File: src/hdl/fswe_map.svh
`ifndef FSWE_MAP_SVH
`define FSWE_MAP_SVH
// Status byte field positions and reset value
`define FSWE_BIT_BUSY 0
`define FSWE_BIT_WEL 1
`define FSWE_BP_LO 2
`define FSWE_BP_HI 5
`define FSWE_BIT_QE 6
`define FSWE_BIT_STATUS_WRITE_DISABLE 7
`define FSWE_STATUS_RST 8'h00
// Ungated opcodes
`define FSWE_OP_WR_ENABLE 8'h06
`define FSWE_OP_WR_DISABLE 8'h04
`define FSWE_OP_RD_STATUS 8'h05
`define FSWE_OP_RD_FUNC 8'h48
`define FSWE_OP_SUSPEND 8'h75
`define FSWE_OP_RESUME 8'h7A
`define FSWE_OP_RST_ENABLE 8'h66
`define FSWE_OP_RST_GO 8'h99
`define FSWE_OP_VOL_RDPARAM 8'hC0
`define FSWE_OP_VOL_BANK 8'h17
// Program opcodes, three and four byte address
`define FSWE_OP_PP3 8'h02
`define FSWE_OP_PP4 8'h12
`define FSWE_OP_PPQ3A 8'h32
`define FSWE_OP_PPQ3B 8'h38
`define FSWE_OP_PPQ4A 8'h34
`define FSWE_OP_PPQ4B 8'h3E
// Sector, block and chip erase opcodes
`define FSWE_OP_SE3A 8'hD7
`define FSWE_OP_SE3B 8'h20
`define FSWE_OP_SE4 8'h21
`define FSWE_OP_BE32_3 8'h52
`define FSWE_OP_BE32_4 8'h5C
`define FSWE_OP_BE64_3 8'hD8
`define FSWE_OP_BE64_4 8'hDC
`define FSWE_OP_CHIP_A 8'hC7
`define FSWE_OP_CHIP_B 8'h60
// Gated register and protection writes
`define FSWE_OP_SR_WRITE 8'h01
`define FSWE_OP_FR_WRITE 8'h42
`define FSWE_OP_RP_NV 8'h65
`define FSWE_OP_RP_V 8'h63
`define FSWE_OP_ERP_NV 8'h85
`define FSWE_OP_ERP_V 8'h83
`define FSWE_OP_IR_ERASE 8'h64
`define FSWE_OP_IR_PROG 8'h62
`define FSWE_OP_BANK_NV 8'h18
`define FSWE_OP_BANK_V 8'hC5
`define FSWE_OP_DYB_A 8'hFB
`define FSWE_OP_DYB_B 8'hE1
`define FSWE_OP_PPB_A 8'hFD
`define FSWE_OP_PPB_B 8'hE3
`define FSWE_OP_PPB_ERASE 8'hE4
`define FSWE_OP_ASP 8'h2F
`define FSWE_OP_PPB_LOCK 8'hA6
`define FSWE_OP_FREEZE 8'h91
`define FSWE_OP_GANG_LOCK 8'h7E
`define FSWE_OP_GANG_UNLOCK 8'h98
`define FSWE_OP_PASSWORD 8'hE8
`define FSWE_OP_DLP_NV 8'h43
`define FSWE_OP_DLP_V 8'h4A
// Frame lengths in bytes, opcode included
`define FSWE_LEN_OP 3'h1
`define FSWE_LEN_DATA 3'h2
`define FSWE_LEN_A3 3'h4
`define FSWE_LEN_A4 3'h5
`define FSWE_IDX_MAX 3'h7
// Block protection geometry, 64 KB blocks in a 128 MB array
`define FSWE_BLK_LSB 16
`define FSWE_BLK_MSB 26
`define FSWE_NUM_BLOCKS 12'h800
`define FSWE_BP12_BLOCKS 12'h600
`define FSWE_BP13_BLOCKS 12'h700
`define FSWE_BP14_BLOCKS 12'h780
`endif

File: src/hdl/fswe_pkg.sv
package fswe_pkg;
    // Status byte, most significant field first
    typedef struct packed {
        logic status_write_disable;
        logic quad_enable;
        logic [3:0] protect_bits;
        logic write_enable_latch;
        logic busy_flag;
    } fswe_status_t;
    // One received serial byte
    typedef struct packed {
        logic valid;
        logic [7:0] data;
    } fswe_byte_t;
    // Command classes after opcode decode
    typedef enum logic [4:0] {
        CMD_OTHER, CMD_PROG, CMD_ERASE, CMD_CHIP, CMD_SRW, CMD_NVREG,
        CMD_VREG_G, CMD_LOCK, CMD_VOL, CMD_WR_EN, CMD_WR_DIS, CMD_RD_STS,
        CMD_RD_FUN, CMD_SUSP, CMD_RES, CMD_RST_EN, CMD_RST_GO
    } fswe_cmd_t;
    typedef struct packed {
        fswe_cmd_t cmd;
        logic four_byte;
        logic [2:0] need;
    } fswe_decode_t;
    typedef enum logic [1:0] {OP_IDLE, OP_BUSY, OP_SUSP} fswe_op_state_t;
endpackage

File: src/hdl/fswe_pin_front.sv
`timescale 1ns/1ps
`default_nettype none
module fswe_pin_front
    import fswe_pkg::*;
(
    input wire logic i_core_clk,
    input wire logic i_reset,
    input wire logic i_sck,
    input wire logic i_cs_n,
    input wire logic i_si,
    input wire logic i_wp_n,
    input wire logic i_hw_reset_n,
    output logic o_frame_active,
    output logic o_frame_end,
    output logic o_sck_fall,
    output fswe_byte_t o_byte,
    output logic o_wp_n,
    output logic o_hw_reset
);
    logic [4:0] meta_q;
    logic [4:0] sync_q;
    logic sck_last_q;
    logic cs_n_last_q;
    logic [2:0] bit_cnt_q;
    logic [7:0] shift_q;
    fswe_byte_t byte_q;
    wire sck_s = sync_q[0];
    wire cs_n_s = sync_q[1];
    wire sck_rise = sck_s && !sck_last_q && !cs_n_s;
    wire [7:0] shift_d = {shift_q[6:0], sync_q[2]};

    // Two stage synchroniser for every pin
    always_ff @(posedge i_core_clk) begin
        meta_q <= {i_hw_reset_n, i_wp_n, i_si, i_cs_n, i_sck};
        sync_q <= meta_q;
        sck_last_q <= sck_s;
        cs_n_last_q <= cs_n_s;
    end

    // Mode 0 receive: sample on rising edge, MSB first
    always_ff @(posedge i_core_clk) begin
        if (i_reset || cs_n_s) begin
            bit_cnt_q <= 3'h0;
            shift_q <= 8'h00;
            byte_q <= '0;
        end else begin
            byte_q.valid <= sck_rise && (bit_cnt_q == 3'h7);
            if (sck_rise) begin
                shift_q <= shift_d;
                bit_cnt_q <= bit_cnt_q + 3'h1;
                if (bit_cnt_q == 3'h7) begin
                    byte_q.data <= shift_d;
                end
            end
        end
    end

    // Frame and edge indications
    assign o_frame_active = !cs_n_s;
    assign o_frame_end = cs_n_s && !cs_n_last_q;
    assign o_sck_fall = !sck_s && sck_last_q && !cs_n_s;
    assign o_byte = byte_q;
    assign o_wp_n = sync_q[3];
    assign o_hw_reset = !sync_q[4];
endmodule
`default_nettype wire

File: src/hdl/fswe_top.sv
`timescale 1ns/1ps
`default_nettype none
`include "fswe_map.svh"
module fswe_top
    import fswe_pkg::*;
#(
    parameter int CNT_W = 16,
    parameter int PROG_CYCLES = 200,
    parameter int ERASE_CYCLES = 400,
    parameter int CHIP_CYCLES = 800,
    parameter int REG_CYCLES = 100
) (
    input wire logic i_core_clk,
    input wire logic i_reset,
    input wire logic i_sck,
    input wire logic i_cs_n,
    input wire logic i_si,
    input wire logic i_wp_n,
    input wire logic i_hw_reset_n,
    output logic o_so,
    output logic o_so_oe_n,
    output fswe_status_t o_status,
    output logic o_quad_enable,
    output logic o_busy
);
    // Opcode decode into class, address width and frame length
    function automatic fswe_decode_t decode_cmd(input logic [7:0] op);
        fswe_decode_t d;
        d = '{cmd: CMD_OTHER, four_byte: 1'b0, need: `FSWE_LEN_OP};
        unique case (op)
            `FSWE_OP_WR_ENABLE: d.cmd = CMD_WR_EN;
            `FSWE_OP_WR_DISABLE: d.cmd = CMD_WR_DIS;
            `FSWE_OP_RD_STATUS: d.cmd = CMD_RD_STS;
            `FSWE_OP_RD_FUNC: d.cmd = CMD_RD_FUN;
            `FSWE_OP_SUSPEND: d.cmd = CMD_SUSP;
            `FSWE_OP_RESUME: d.cmd = CMD_RES;
            `FSWE_OP_RST_ENABLE: d.cmd = CMD_RST_EN;
            `FSWE_OP_RST_GO: d.cmd = CMD_RST_GO;
            `FSWE_OP_CHIP_A, `FSWE_OP_CHIP_B: d.cmd = CMD_CHIP;
            `FSWE_OP_GANG_LOCK, `FSWE_OP_GANG_UNLOCK: d.cmd = CMD_LOCK;
            `FSWE_OP_VOL_RDPARAM, `FSWE_OP_VOL_BANK: begin
                d.cmd = CMD_VOL;
                d.need = `FSWE_LEN_DATA;
            end
            `FSWE_OP_PP3, `FSWE_OP_PPQ3A, `FSWE_OP_PPQ3B: begin
                d.cmd = CMD_PROG;
                d.need = `FSWE_LEN_A3 + 3'h1;
            end
            `FSWE_OP_PP4, `FSWE_OP_PPQ4A, `FSWE_OP_PPQ4B: begin
                d.cmd = CMD_PROG;
                d.four_byte = 1'b1;
                d.need = `FSWE_LEN_A4 + 3'h1;
            end
            `FSWE_OP_SE3A, `FSWE_OP_SE3B, `FSWE_OP_BE32_3,
            `FSWE_OP_BE64_3: begin
                d.cmd = CMD_ERASE;
                d.need = `FSWE_LEN_A3;
            end
            `FSWE_OP_SE4, `FSWE_OP_BE32_4, `FSWE_OP_BE64_4: begin
                d.cmd = CMD_ERASE;
                d.four_byte = 1'b1;
                d.need = `FSWE_LEN_A4;
            end
            `FSWE_OP_SR_WRITE: begin
                d.cmd = CMD_SRW;
                d.need = `FSWE_LEN_DATA;
            end
            `FSWE_OP_FR_WRITE, `FSWE_OP_RP_NV, `FSWE_OP_ERP_NV,
            `FSWE_OP_BANK_NV, `FSWE_OP_IR_ERASE, `FSWE_OP_IR_PROG,
            `FSWE_OP_PPB_A, `FSWE_OP_PPB_B, `FSWE_OP_PPB_ERASE,
            `FSWE_OP_ASP, `FSWE_OP_PPB_LOCK, `FSWE_OP_FREEZE,
            `FSWE_OP_PASSWORD, `FSWE_OP_DLP_NV: begin
                d.cmd = CMD_NVREG;
                d.need = `FSWE_LEN_DATA;
            end
            `FSWE_OP_RP_V, `FSWE_OP_ERP_V, `FSWE_OP_BANK_V,
            `FSWE_OP_DYB_A, `FSWE_OP_DYB_B, `FSWE_OP_DLP_V: begin
                d.cmd = CMD_VREG_G;
                d.need = `FSWE_LEN_DATA;
            end
            default: d.cmd = CMD_OTHER;
        endcase
        return d;
    endfunction

    // Top area protection: is this 64 KB block covered by the setting
    function automatic logic area_protected(input logic [3:0] bp,
                                            input logic [31:0] addr);
        logic [11:0] count;
        logic [11:0] blk;
        count = 12'h000;
        blk = {1'b0, addr[`FSWE_BLK_MSB:`FSWE_BLK_LSB]};
        unique case (bp)
            4'hC: count = `FSWE_BP12_BLOCKS;
            4'hD: count = `FSWE_BP13_BLOCKS;
            4'hE: count = `FSWE_BP14_BLOCKS;
            4'hF: count = `FSWE_NUM_BLOCKS;
            4'h0: count = 12'h000;
            default: count = 12'(12'h001 << (bp - 4'h1));
        endcase
        return (bp != 4'h0) && (blk >= (`FSWE_NUM_BLOCKS - count));
    endfunction

    // Busy time per class, loaded as cycles minus one
    function automatic logic [CNT_W-1:0] op_cycles(input fswe_cmd_t c);
        logic [CNT_W-1:0] n;
        unique case (c)
            CMD_PROG: n = CNT_W'(PROG_CYCLES - 1);
            CMD_ERASE: n = CNT_W'(ERASE_CYCLES - 1);
            CMD_CHIP: n = CNT_W'(CHIP_CYCLES - 1);
            default: n = CNT_W'(REG_CYCLES - 1);
        endcase
        return n;
    endfunction

    logic frame_active;
    logic frame_end;
    logic sck_fall;
    fswe_byte_t rx_byte;
    logic wp_n_s;
    logic hw_reset_s;

    // Pin synchronisers and serial byte receiver
    fswe_pin_front u_front (
        .i_core_clk(i_core_clk),
        .i_reset(i_reset),
        .i_sck(i_sck),
        .i_cs_n(i_cs_n),
        .i_si(i_si),
        .i_wp_n(i_wp_n),
        .i_hw_reset_n(i_hw_reset_n),
        .o_frame_active(frame_active),
        .o_frame_end(frame_end),
        .o_sck_fall(sck_fall),
        .o_byte(rx_byte),
        .o_wp_n(wp_n_s),
        .o_hw_reset(hw_reset_s)
    );

    fswe_op_state_t op_state_q, op_state_d;
    fswe_cmd_t op_kind_q;
    logic [CNT_W-1:0] timer_q, timer_d;
    logic wel_q, wel_d;
    logic status_write_disable_q;
    logic qe_q;
    logic [3:0] bp_q;
    logic [7:0] opcode_q;
    logic [2:0] idx_q;
    logic [31:0] addr_q;
    logic [7:0] sr_data_q;
    logic rst_armed_q;
    logic rd_active_q;
    logic rd_zero_q;
    logic [7:0] tx_sh_q;
    logic [2:0] tx_cnt_q;
    logic so_q;
    fswe_status_t status;

    // Frame decode and acceptance
    wire fswe_decode_t dec = decode_cmd(opcode_q);
    wire is_busy = (op_state_q == OP_BUSY);
    wire is_susp = (op_state_q == OP_SUSP);
    wire complete = frame_end && (idx_q >= dec.need);
    wire susp_ok = (op_kind_q == CMD_PROG) || (op_kind_q == CMD_ERASE) ||
                   (op_kind_q == CMD_CHIP);
    wire busy_pass = (dec.cmd == CMD_RD_STS) || (dec.cmd == CMD_RD_FUN) ||
                     (dec.cmd == CMD_RST_EN) || (dec.cmd == CMD_RST_GO) ||
                     ((dec.cmd == CMD_SUSP) && susp_ok);
    wire accept = complete && (!is_busy || busy_pass);
    wire gated = (dec.cmd == CMD_PROG) || (dec.cmd == CMD_ERASE) ||
                 (dec.cmd == CMD_CHIP) || (dec.cmd == CMD_SRW) ||
                 (dec.cmd == CMD_NVREG) || (dec.cmd == CMD_VREG_G) ||
                 (dec.cmd == CMD_LOCK);
    wire [31:0] target = dec.four_byte ? addr_q : {8'h00, addr_q[23:0]};
    wire prot_hit = ((dec.cmd == CMD_PROG) || (dec.cmd == CMD_ERASE)) &&
                    area_protected(bp_q, target);
    wire chip_block = (dec.cmd == CMD_CHIP) && (bp_q != 4'h0);
    wire sr_locked = (dec.cmd == CMD_SRW) && status_write_disable_q && !wp_n_s;
    wire gate_ok = gated && wel_q && !prot_hit && !chip_block && !sr_locked;
    wire start_op = accept && gate_ok && !is_susp && (dec.cmd != CMD_VREG_G);
    wire sr_commit = start_op && (dec.cmd == CMD_SRW);
    wire wen_go = accept && (dec.cmd == CMD_WR_EN);
    wire wdis_go = accept && (dec.cmd == CMD_WR_DIS);
    wire susp_go = accept && (dec.cmd == CMD_SUSP) && is_busy;
    wire res_go = accept && (dec.cmd == CMD_RES) && is_susp;
    wire rst_go = (accept && (dec.cmd == CMD_RST_GO) && rst_armed_q) ||
                  hw_reset_s;
    wire op_done = is_busy && (timer_q == '0);
    wire addr_len = dec.four_byte;
    wire addr_take = rx_byte.valid && (idx_q != 3'h0) &&
                     (idx_q <= (addr_len ? 3'h4 : 3'h3));

    // Operation sequencer next state
    always_comb begin
        op_state_d = op_state_q;
        timer_d = timer_q;
        unique case (op_state_q)
            OP_IDLE: begin
                if (start_op) begin
                    op_state_d = OP_BUSY;
                    timer_d = op_cycles(dec.cmd);
                end
            end
            OP_BUSY: begin
                if (op_done) begin
                    op_state_d = OP_IDLE;
                end else if (susp_go) begin
                    op_state_d = OP_SUSP;
                end else begin
                    timer_d = timer_q - 1'b1;
                end
            end
            OP_SUSP: begin
                if (res_go) begin
                    op_state_d = OP_BUSY;
                end
            end
        endcase
        if (rst_go) begin
            op_state_d = OP_IDLE;
            timer_d = '0;
        end
    end

    // Latch next value, the set is applied after the disable and completion clears, the reset clear last
    always_comb begin
        wel_d = wel_q;
        if (wdis_go) begin
            wel_d = 1'b0;
        end
        if (op_done) begin
            wel_d = 1'b0;
        end
        if (wen_go) begin
            wel_d = 1'b1;
        end
        if (rst_go) begin
            wel_d = 1'b0;
        end
    end

    // Sequencer and latch registers
    always_ff @(posedge i_core_clk) begin
        if (i_reset) begin
            op_state_q <= OP_IDLE;
            timer_q <= '0;
            op_kind_q <= CMD_OTHER;
            wel_q <= 1'b0;
        end else begin
            op_state_q <= op_state_d;
            timer_q <= timer_d;
            wel_q <= wel_d;
            if (start_op) begin
                op_kind_q <= dec.cmd;
            end
        end
    end

    // Persistent status bits, factory clear
    always_ff @(posedge i_core_clk) begin
        if (i_reset) begin
            status_write_disable_q <= 1'b0;
            qe_q <= 1'b0;
            bp_q <= 4'h0;
        end else if (sr_commit) begin
            status_write_disable_q <= sr_data_q[`FSWE_BIT_STATUS_WRITE_DISABLE];
            qe_q <= sr_data_q[`FSWE_BIT_QE];
            bp_q <= sr_data_q[`FSWE_BP_HI:`FSWE_BP_LO];
        end
    end

    // Frame byte counter, opcode, address and data capture
    always_ff @(posedge i_core_clk) begin
        if (i_reset || frame_end) begin
            idx_q <= 3'h0;
        end else if (rx_byte.valid && (idx_q != `FSWE_IDX_MAX)) begin
            idx_q <= idx_q + 3'h1;
        end
        if (i_reset) begin
            opcode_q <= 8'h00;
            addr_q <= 32'h0000_0000;
            sr_data_q <= 8'h00;
        end else begin
            if (rx_byte.valid && (idx_q == 3'h0)) begin
                opcode_q <= rx_byte.data;
                addr_q <= 32'h0000_0000;
            end
            if (addr_take) begin
                addr_q <= {addr_q[23:0], rx_byte.data};
            end
            if (rx_byte.valid && (idx_q == 3'h1)) begin
                sr_data_q <= rx_byte.data;
            end
        end
    end

    // Reset enable arms, any other accepted command disarms
    always_ff @(posedge i_core_clk) begin
        if (i_reset || rst_go) begin
            rst_armed_q <= 1'b0;
        end else if (accept) begin
            rst_armed_q <= (dec.cmd == CMD_RST_EN);
        end
    end

    assign status.status_write_disable = status_write_disable_q;
    assign status.quad_enable = qe_q;
    assign status.protect_bits = bp_q;
    assign status.write_enable_latch = wel_q;
    assign status.busy_flag = is_busy;

    // Register read: start after opcode, stop at deselect
    always_ff @(posedge i_core_clk) begin
        if (i_reset || !frame_active) begin
            rd_active_q <= 1'b0;
            rd_zero_q <= 1'b0;
        end else if (rx_byte.valid && (idx_q == 3'h0)) begin
            rd_active_q <= (rx_byte.data == `FSWE_OP_RD_STATUS) ||
                           (rx_byte.data == `FSWE_OP_RD_FUNC);
            rd_zero_q <= (rx_byte.data == `FSWE_OP_RD_FUNC);
        end
    end

    always_ff @(posedge i_core_clk) begin
        if (i_reset || !rd_active_q) begin
            tx_sh_q <= 8'h00;
            tx_cnt_q <= 3'h0;
            so_q <= 1'b0;
        end else if (sck_fall) begin
            tx_cnt_q <= tx_cnt_q + 3'h1;
            if (tx_cnt_q == 3'h0) begin
                so_q <= rd_zero_q ? 1'b0 : status[`FSWE_BIT_STATUS_WRITE_DISABLE];
                tx_sh_q <= rd_zero_q ? 8'h00 : {status[6:0], 1'b0};
            end else begin
                so_q <= tx_sh_q[7];
                tx_sh_q <= {tx_sh_q[6:0], 1'b0};
            end
        end
    end

    // Output pins and status view
    assign o_so = so_q;
    assign o_so_oe_n = !rd_active_q;
    assign o_status = status;
    assign o_quad_enable = qe_q;
    assign o_busy = is_busy;
endmodule
`default_nettype wire

File: config.mk
export PLATFORM = sky130hd
export DESIGN_NAME = fswe_top
export DESIGN_NICKNAME = d
export VERILOG_FILES = /design/src/hdl/fswe_pkg.sv /design/src/hdl/fswe_pin_front.sv /design/src/hdl/fswe_top.sv
export VERILOG_INCLUDE_DIRS = /design/src /design/src/hdl
export SDC_FILE = /design/constraint.sdc
export NUM_CORES = 1
export LEC_CHECK = 0
export BUFFER_PORTS_ARGS = -buffer_cell sky130_fd_sc_hd__buf_2
export CORE_MARGIN = 2
export CORE_UTILIZATION = 30
export CTS_BUF_LIST = sky130_fd_sc_hd__clkbuf_4
export CTS_CLUSTER_SIZE = 28
export DETAILED_ROUTE_END_ITERATION = 10
export GPL_TIMING_DRIVEN = 1
export SLEW_MARGIN = 15
export SYNTH_ARGS = -nofsm -noshare
export SYNTH_HDL_FRONTEND = slang
export SYNTH_SLANG_ARGS = --single-unit
File: constraint.sdc
create_clock -name i_core_clk -period 3.2 [get_ports i_core_clk]
set_input_delay 0.48 -clock i_core_clk [delete_from_list [all_inputs] [get_ports i_core_clk]]
set_output_delay 0.48 -clock i_core_clk [all_outputs]
set_load 0.005 [all_outputs]
# Word level (Yosys, flattened, before mapping)
# Index checks and enable logic that the tools add are counted.
# totals
register_bits,122
input_bits,7
out_inout_bits,12
elab_cells,236
# op_classes
add_sub_neg,6
magnitude_cmp,3
eq_ne,83
n_shift,1
muxes,25
reduce_logical,93
# ops
operator,n
"8-bit == test, second input constant",18
"8-bit by 7-bit == test with 1-bit output, second input constant",16
27-bit two-way mux,3
5-bit one-hot mux with 16 select lines,1
12-bit one-hot mux with 5 select lines,1
"8-bit by 6-bit == test with 1-bit output, second input constant",7
16-bit two-way mux,3
1-bit logical AND,36
"5-bit by 4-bit == test with 1-bit output, second input constant",7
"8-bit by 3-bit == test with 1-bit output, second input constant",4
16-bit one-hot mux with 2 select lines,1
10-bit one-hot mux with 3 select lines,1
"8-bit by 5-bit == test with 1-bit output, second input constant",3
6-bit OR reduction,4
23-bit OR reduction,1
"5-bit by 2-bit == test with 1-bit output, second input constant",4
"5-bit by 3-bit == test with 1-bit output, second input constant",4
1-bit logical OR,19
"4-bit == test, second input constant",4
16-bit logical NOT,1
8-bit two-way mux,2
"16-bit by 1-bit subtractor with 16-bit output, second input constant",1
14-bit OR reduction,1
11-bit by 12-bit >= comparator with 1-bit output,1
other kinds (38),68

# Logic depth before layout (Yosys ltp)
# logic_depth
word_depth,19
ltp_mapped,19
ltp_nobuf,16

# By module
# A second synthesis with hierarchy kept.
# hier_totals
hier_cells,803
hier_area_um2,6682.7
# by_module_without_submodules
mod,instances,cells_each,area_per_inst_um2,seq_area_each_um2
fswe_top,1,701,5650.4,1761.7
fswe_pin_front,1,102,1032.2,620.6

# Worst setup path before layout
# OpenSTA, ideal clock, no wires.
# synth_path
path_kind,reg-to-reg
startpoint,reg bp_q[1]
endpoint,reg timer_q[6]
setup_ns,0.134
arrival_time_ns,3.310
t_required_ns,3.066
slack_ns,-0.243
stages_incl_launch_ff,18
n_path_buf,3
synth_period_minus_slack_ns,3.443
path_cell_list,dfxtp_1 or2_2 clkbuf_1 or2_2 ha_1 buf_1 or3_1 o21ai_0 a22o_1 ha_1 nand4_1 o311ai_0 o211ai_2 a21oi_4 o21bai_2 buf_6 a21oi_1 a211oi_2
# synth_between
elab_chain_cells,16
word_cells_on_any_way,24
cone_classes,2 x add/sub; 1 x order compare; 5 x eq/ne; 1 x shift; 1 x mux; 14 x reduce/logical
# synth_lines
element,line_no,text
start: declaration,fswe_top.sv:146,logic [3:0] bp_q;
start signal: assignment,fswe_top.sv:268,bp_q <= sr_data_q[`FSWE_BP_HI:`FSWE_BP_LO];
4-bit by 1-bit subtractor with 4-bit output,fswe_top.sv:99,default: count = 12'(12'h001 << (bp - 4'h1));
1-bit by 4-bit << shifter with 12-bit output,fswe_top.sv:99,
12-bit one-hot mux with 5 select lines,fswe_top.sv:93,unique case (bp)
12-bit subtractor (no source line),--,
11-bit by 12-bit >= comparator with 1-bit output,fswe_top.sv:101,return (bp != 4'h0) && (blk >= (`FSWE_NUM_BLOCKS - count));
1-bit logical AND,fswe_top.sv:101,
1-bit logical AND,fswe_top.sv:175,wire prot_hit = ((dec.cmd == CMD_PROG) || (dec.cmd == CMD_ERASE)) &&
1-bit logical NOT,fswe_top.sv:179,wire gate_ok = gated && wel_q && !prot_hit && !chip_block && !sr_locked;
1-bit logical AND,fswe_top.sv:179,
1-bit logical AND (*) (2 in a row),fswe_top.sv:179,
1-bit logical AND (*) (3 in a row),fswe_top.sv:180,wire start_op = accept && gate_ok && !is_susp && (dec.cmd != CMD_VREG_G);
2-bit != test (no source line) (*),--,
4-bit AND reduction (no source line) (*),--,
end signal: assignment,fswe_top.sv:251,timer_q <= timer_d;
end: declaration,fswe_top.sv:142,"logic [CNT_W-1:0] timer_q, timer_d;"
# Mark *: on every way between the ends. The rest lies on a longest branch, timed or not.
# A chain may end at the register's enable or synchronous reset.

# Final worst setup path
# layout_path
startpoint,reg opcode_q[1]
endpoint,reg timer_q[15]
# layout_between
elab_chain_cells,19
word_cells_on_any_way,117
cone_classes,2 x order compare; 63 x eq/ne; 4 x mux; 48 x reduce/logical
# layout_lines
element,line_no,text
start: declaration,fswe_top.sv:147,logic [7:0] opcode_q;
start signal: assignment,fswe_top.sv:285,opcode_q <= rx_byte.data;
branches (longest 19 deep; another with 11-bit by 12-bit >= comparator with 1-bit output),--,
# Parallel ways; which one is timed is not known.

==> out/metrics.cfg <==
[sta]
hold_viol = 0
setup_violations = 31
tns_ns = -4.13
min_period_ns = 3.42
fin_crit_sh_pct = 107
slew_viol_final = 0
tightest_slew_ns = 0.558
setup_slack_ns = -0.215
fin_worst_skew_ns = 0.0238
slew-limit-headroom_pct = 62.7
max_freq_ghz = 0.293
rsz0062_at_grt = yes

[finish]
fin_nets = 932
regArea_um2 = 2410
mostFrequentLayoutCells = buf_4, dfxtp_1, nor2_1
layout_commonest_cell = buf_4
multi_input_area_um2 = 4130
syn_to_final_growth_pct = 30.3
antenna_cells = 0
n_fill_cell = 2101
drive_above_1_share_pct = 29.7

[routing]
routedWlPerCell_um = 14.3
route.met3.wl_um = 560
vias = 5992
drt_wl_total_um = 17000
drtAntennaViolNets = 0
drt_iter0_drc = 390
top_layer = met4
detail_route.vias_per_cell = 5.05
drc = 0
wl_met1_um = 7850
dr.pass1.iters = 5
wl_met2_um = 8390

[yosys]
syn_area_per_cell_um2 = 8.28
synthFlopType = dfxtp_1
yosysUniqueCellTypes = 81
ys_seq_area_share_pct = 36.7
syn_inst = 785
synth_area_um2 = 6500
synth.yosys.warnings = 0
synth_seq_cells = 119
async_flop_share_pct = 0
synth_fp_nets = 819
synth_enable_flop_cells = 0

[setup_path]
arrival_ns = 3.85
worst_setup_path_start_kind = flip-flop
path_cells = buf_6, inv_2, or4_4, a211oi_4, nor4_4, nand3_4, nor3_2, ha_1, o21ai_1, a211o_1, buf_6, or2_4, nand3b_1, nor2_2, buf_4, nand3_2, o31ai_2, a21o_1
r2r_end = timer_q[15]
cp_data_required_time_ns = 3.64
reg2reg_from = opcode_q[1]
timing.critical_path.to = timer_q[15]
path_max_fanout = 6
path_common_cell = buf_6
reg2reg_slack_ns = -0.22
crit_slowest_cell = or4_4
cp_slowest_stage_delay_ns = 0.52
timing_worst_setup_path_type = reg2reg
crit_start = opcode_q[1]
reg2regPathDepth = 18
endpoint_kind = flip-flop

[outcome]
violations = negative setup slack
outcome = complete, but fails checks

[clock_network]
clock_latency_ns = 0.54
cts_tree = done
clk_path_buf_depth = 2
cts.htree.levels = 4
clk_pin_slew_ns = 0.13
cts_sinks = 119
cts_buffers = 17
cts_root_buf = clkbuf_4

[power_and_ir_drop]
p_leak_nw = 3.45
powerDensity_nw_per_um2 = 322
p_sw_uw = 724
vdd_drop_max_mv = 0.199
finalPower_mw = 2.73
p_sw_share_pct = 26.5
internal-power_mw = 2.01
pwr-share-clk_pct = 43.3
p_seq_share_pct = 54.6
combPwrFrac_pct = 2.1

[floorplan]
die_area_um2 = 22900
die_w_um = 151
core_um2 = 21200
initial_utilization_pct = 30.7
core.rowCount = 53
die_height_um = 151
io_pins = 19

[global_route]
grt_overflow_total = 0
antenna_found_initial = 0
grt_max_degree = 31
grt_pass1_vias = 5799
grt_usage_pct = 15.5
grt_pass1_wl_um = 28500

[placed_design]
gp_congestion = 0.851
dp_worst_setup_slack_ns = -0.469
io_buffers = 18
dpl.hpwl_um = 11700

[run]
drv_cap = 0

[min_path]
hold_start = i_cs_n
worstHoldPathType = in2reg

-- flip-flops by register name, summed over array words and instances (netlist names) --
name	flops
rd_active_q	1
u_front.o_byte	9
u_front.meta_q	5
status_write_disable_q	1
wel_q	1
o_quad_enable	1
u_front.cs_n_last_q	1
bp_q	4
idx_q	3
rd_zero_q	1
u_front.bit_cnt_q	3
u_front.shift_q	7
u_front.sync_q	5
opcode_q	8
tx_cnt_q	3
u_front.sck_last_q	1
addr_q	27
o_so	1
tx_sh_q	7
timer_q	16
sr_data_q	6
op_state_q	2
op_kind_q	5
rst_armed_q	1
-- cell usage after synthesis (all sizes together), types with 4 or more instances --
| cell | n | share of area [%] |
|---|---|---|
| nor2b | 8 | 0.77 |
| buf | 27 | 2.4 |
| nor4b | 6 | 0.81 |
| a22oi | 29 | 3.4 |
| nand2b | 29 | 2.8 |
| nand3 | 15 | 1.2 |
| ha | 27 | 5.2 |
| a31oi | 4 | 0.38 |
| a21o | 10 | 1.2 |
| and2 | 7 | 0.67 |
| o22ai | 5 | 0.58 |
| or2 | 10 | 0.96 |
| or4 | 6 | 0.69 |
| nand3b | 11 | 1.3 |
| nand4b | 5 | 0.67 |
| nor2 | 104 | 6.0 |
| a21oi | 43 | 3.7 |
| mux2i | 25 | 3.9 |
| o21a | 4 | 0.46 |
| o31ai | 6 | 0.69 |
| xnor2 | 4 | 0.54 |
| nand2 | 76 | 4.5 |
| nor4bb | 5 | 0.77 |
| nor3 | 22 | 1.8 |
| dfxtp | 119 | 37 |
| a211oi | 14 | 1.8 |
| nor4 | 8 | 1.0 |
| inv | 23 | 1.3 |
| and4b | 4 | 0.62 |
| or3 | 8 | 0.77 |
| clkbuf | 29 | 1.7 |
| nor3b | 11 | 1.4 |
| o21ai | 31 | 2.4 |
-- cell families (layout without fill, tap and decap cells) --
family | after synthesis | after routing | share of synthesized area (%)
xor+xnor | 7 | 7 | 0.943
simple gates | 350 | 350 | 28.7
mux | 25 | 25 | 3.85
fa+ha+maj | 27 | 27 | 5.20
buf+inv | 79 | 205 | 5.45
flops | 119 | 119 | 36.7
compound gates | 178 | 178 | 19.2
-- how the worst min path moves through the flow --
| stage | endpoint | depth (start not counted) |
|---|---|---|
| after floorplan | u_front.sync_q[0] | 0 |
| after global placement | u_front.sync_q[1] | 0 |
| after detailed placement | u_front.sync_q[2] | 0 |
| after CTS | u_front.meta_q[4] | 1 |
| after global routing | u_front.meta_q[1] | 1 |
| final | u_front.meta_q[1] | 1 |
-- timing repair --
item                       4_1_cts  5_1_grt
hold buffers                     1        3
pin swaps                       29        6
setup buffers                   23        0
hold endpoints to repair         1        3
setup endpoints to repair       31       58
gates resized for setup         65       29
-- metal layers --
metal | vias to the layer above | GRT usage [%]
li1 | 3039 | -
met1 | 2827 | 19.7
met2 | 105 | 26.6
met3 | 21 | 3.19
met4 | 0 | 4.58
met5 | - | 0
-- power groups by stage --
stage	sequential, mW	clock, mW	combinational, mW
final	1.49	1.18	0.0584
after global routing	1.49	1.28	0.0642
after CTS	1.49	1.21	0.0560
after detailed placement	1.53	0	0.0522
after global placement	1.53	0	0.0530
after floorplan	1.53	0	0.0366
-- final cells by class --
class                           count  share of cell area, %
Tap cell                          275                   4.06
Multi-Input combinational cell    587                   48.7
Timing Repair Buffer              150                   14.1
Clock buffer                       17                   1.51
Clock inverter                     15                   2.11
Inverter                           23                   1.02
Sequential cell                   119                   28.4
-- stage by stage --
| stage | hold slack (ns) | instances | utilization, % | cell area (um2) |
|---|---|---|---|---|
| floorplan | 0.310 | 785 | - | 6560 |
| global placement | 0.311 | 1129 | 35.8 | 7580 |
| detailed placement | 0.313 | 1129 | 35.8 | 7580 |
| CTS | 0.00197 | 1183 | 39.2 | 8300 |
| global route | 0.000107 | 1186 | 40.0 | 8470 |
| finish | 0.0469 | 1186 | 40.0 | 8470 |
-- critical path, delay by kind of cell (launching register included) --
family | cells | cell delay (ns)
and+or+nand+nor | 8 | 1.28
AOI/OAI and AO/OA | 5 | 0.88
buffers and inverters | 4 | 0.45
DFF | 1 | 0.41
adders and majority gates | 1 | 0.28
Note: power is estimated with default switching activity, not from simulation.
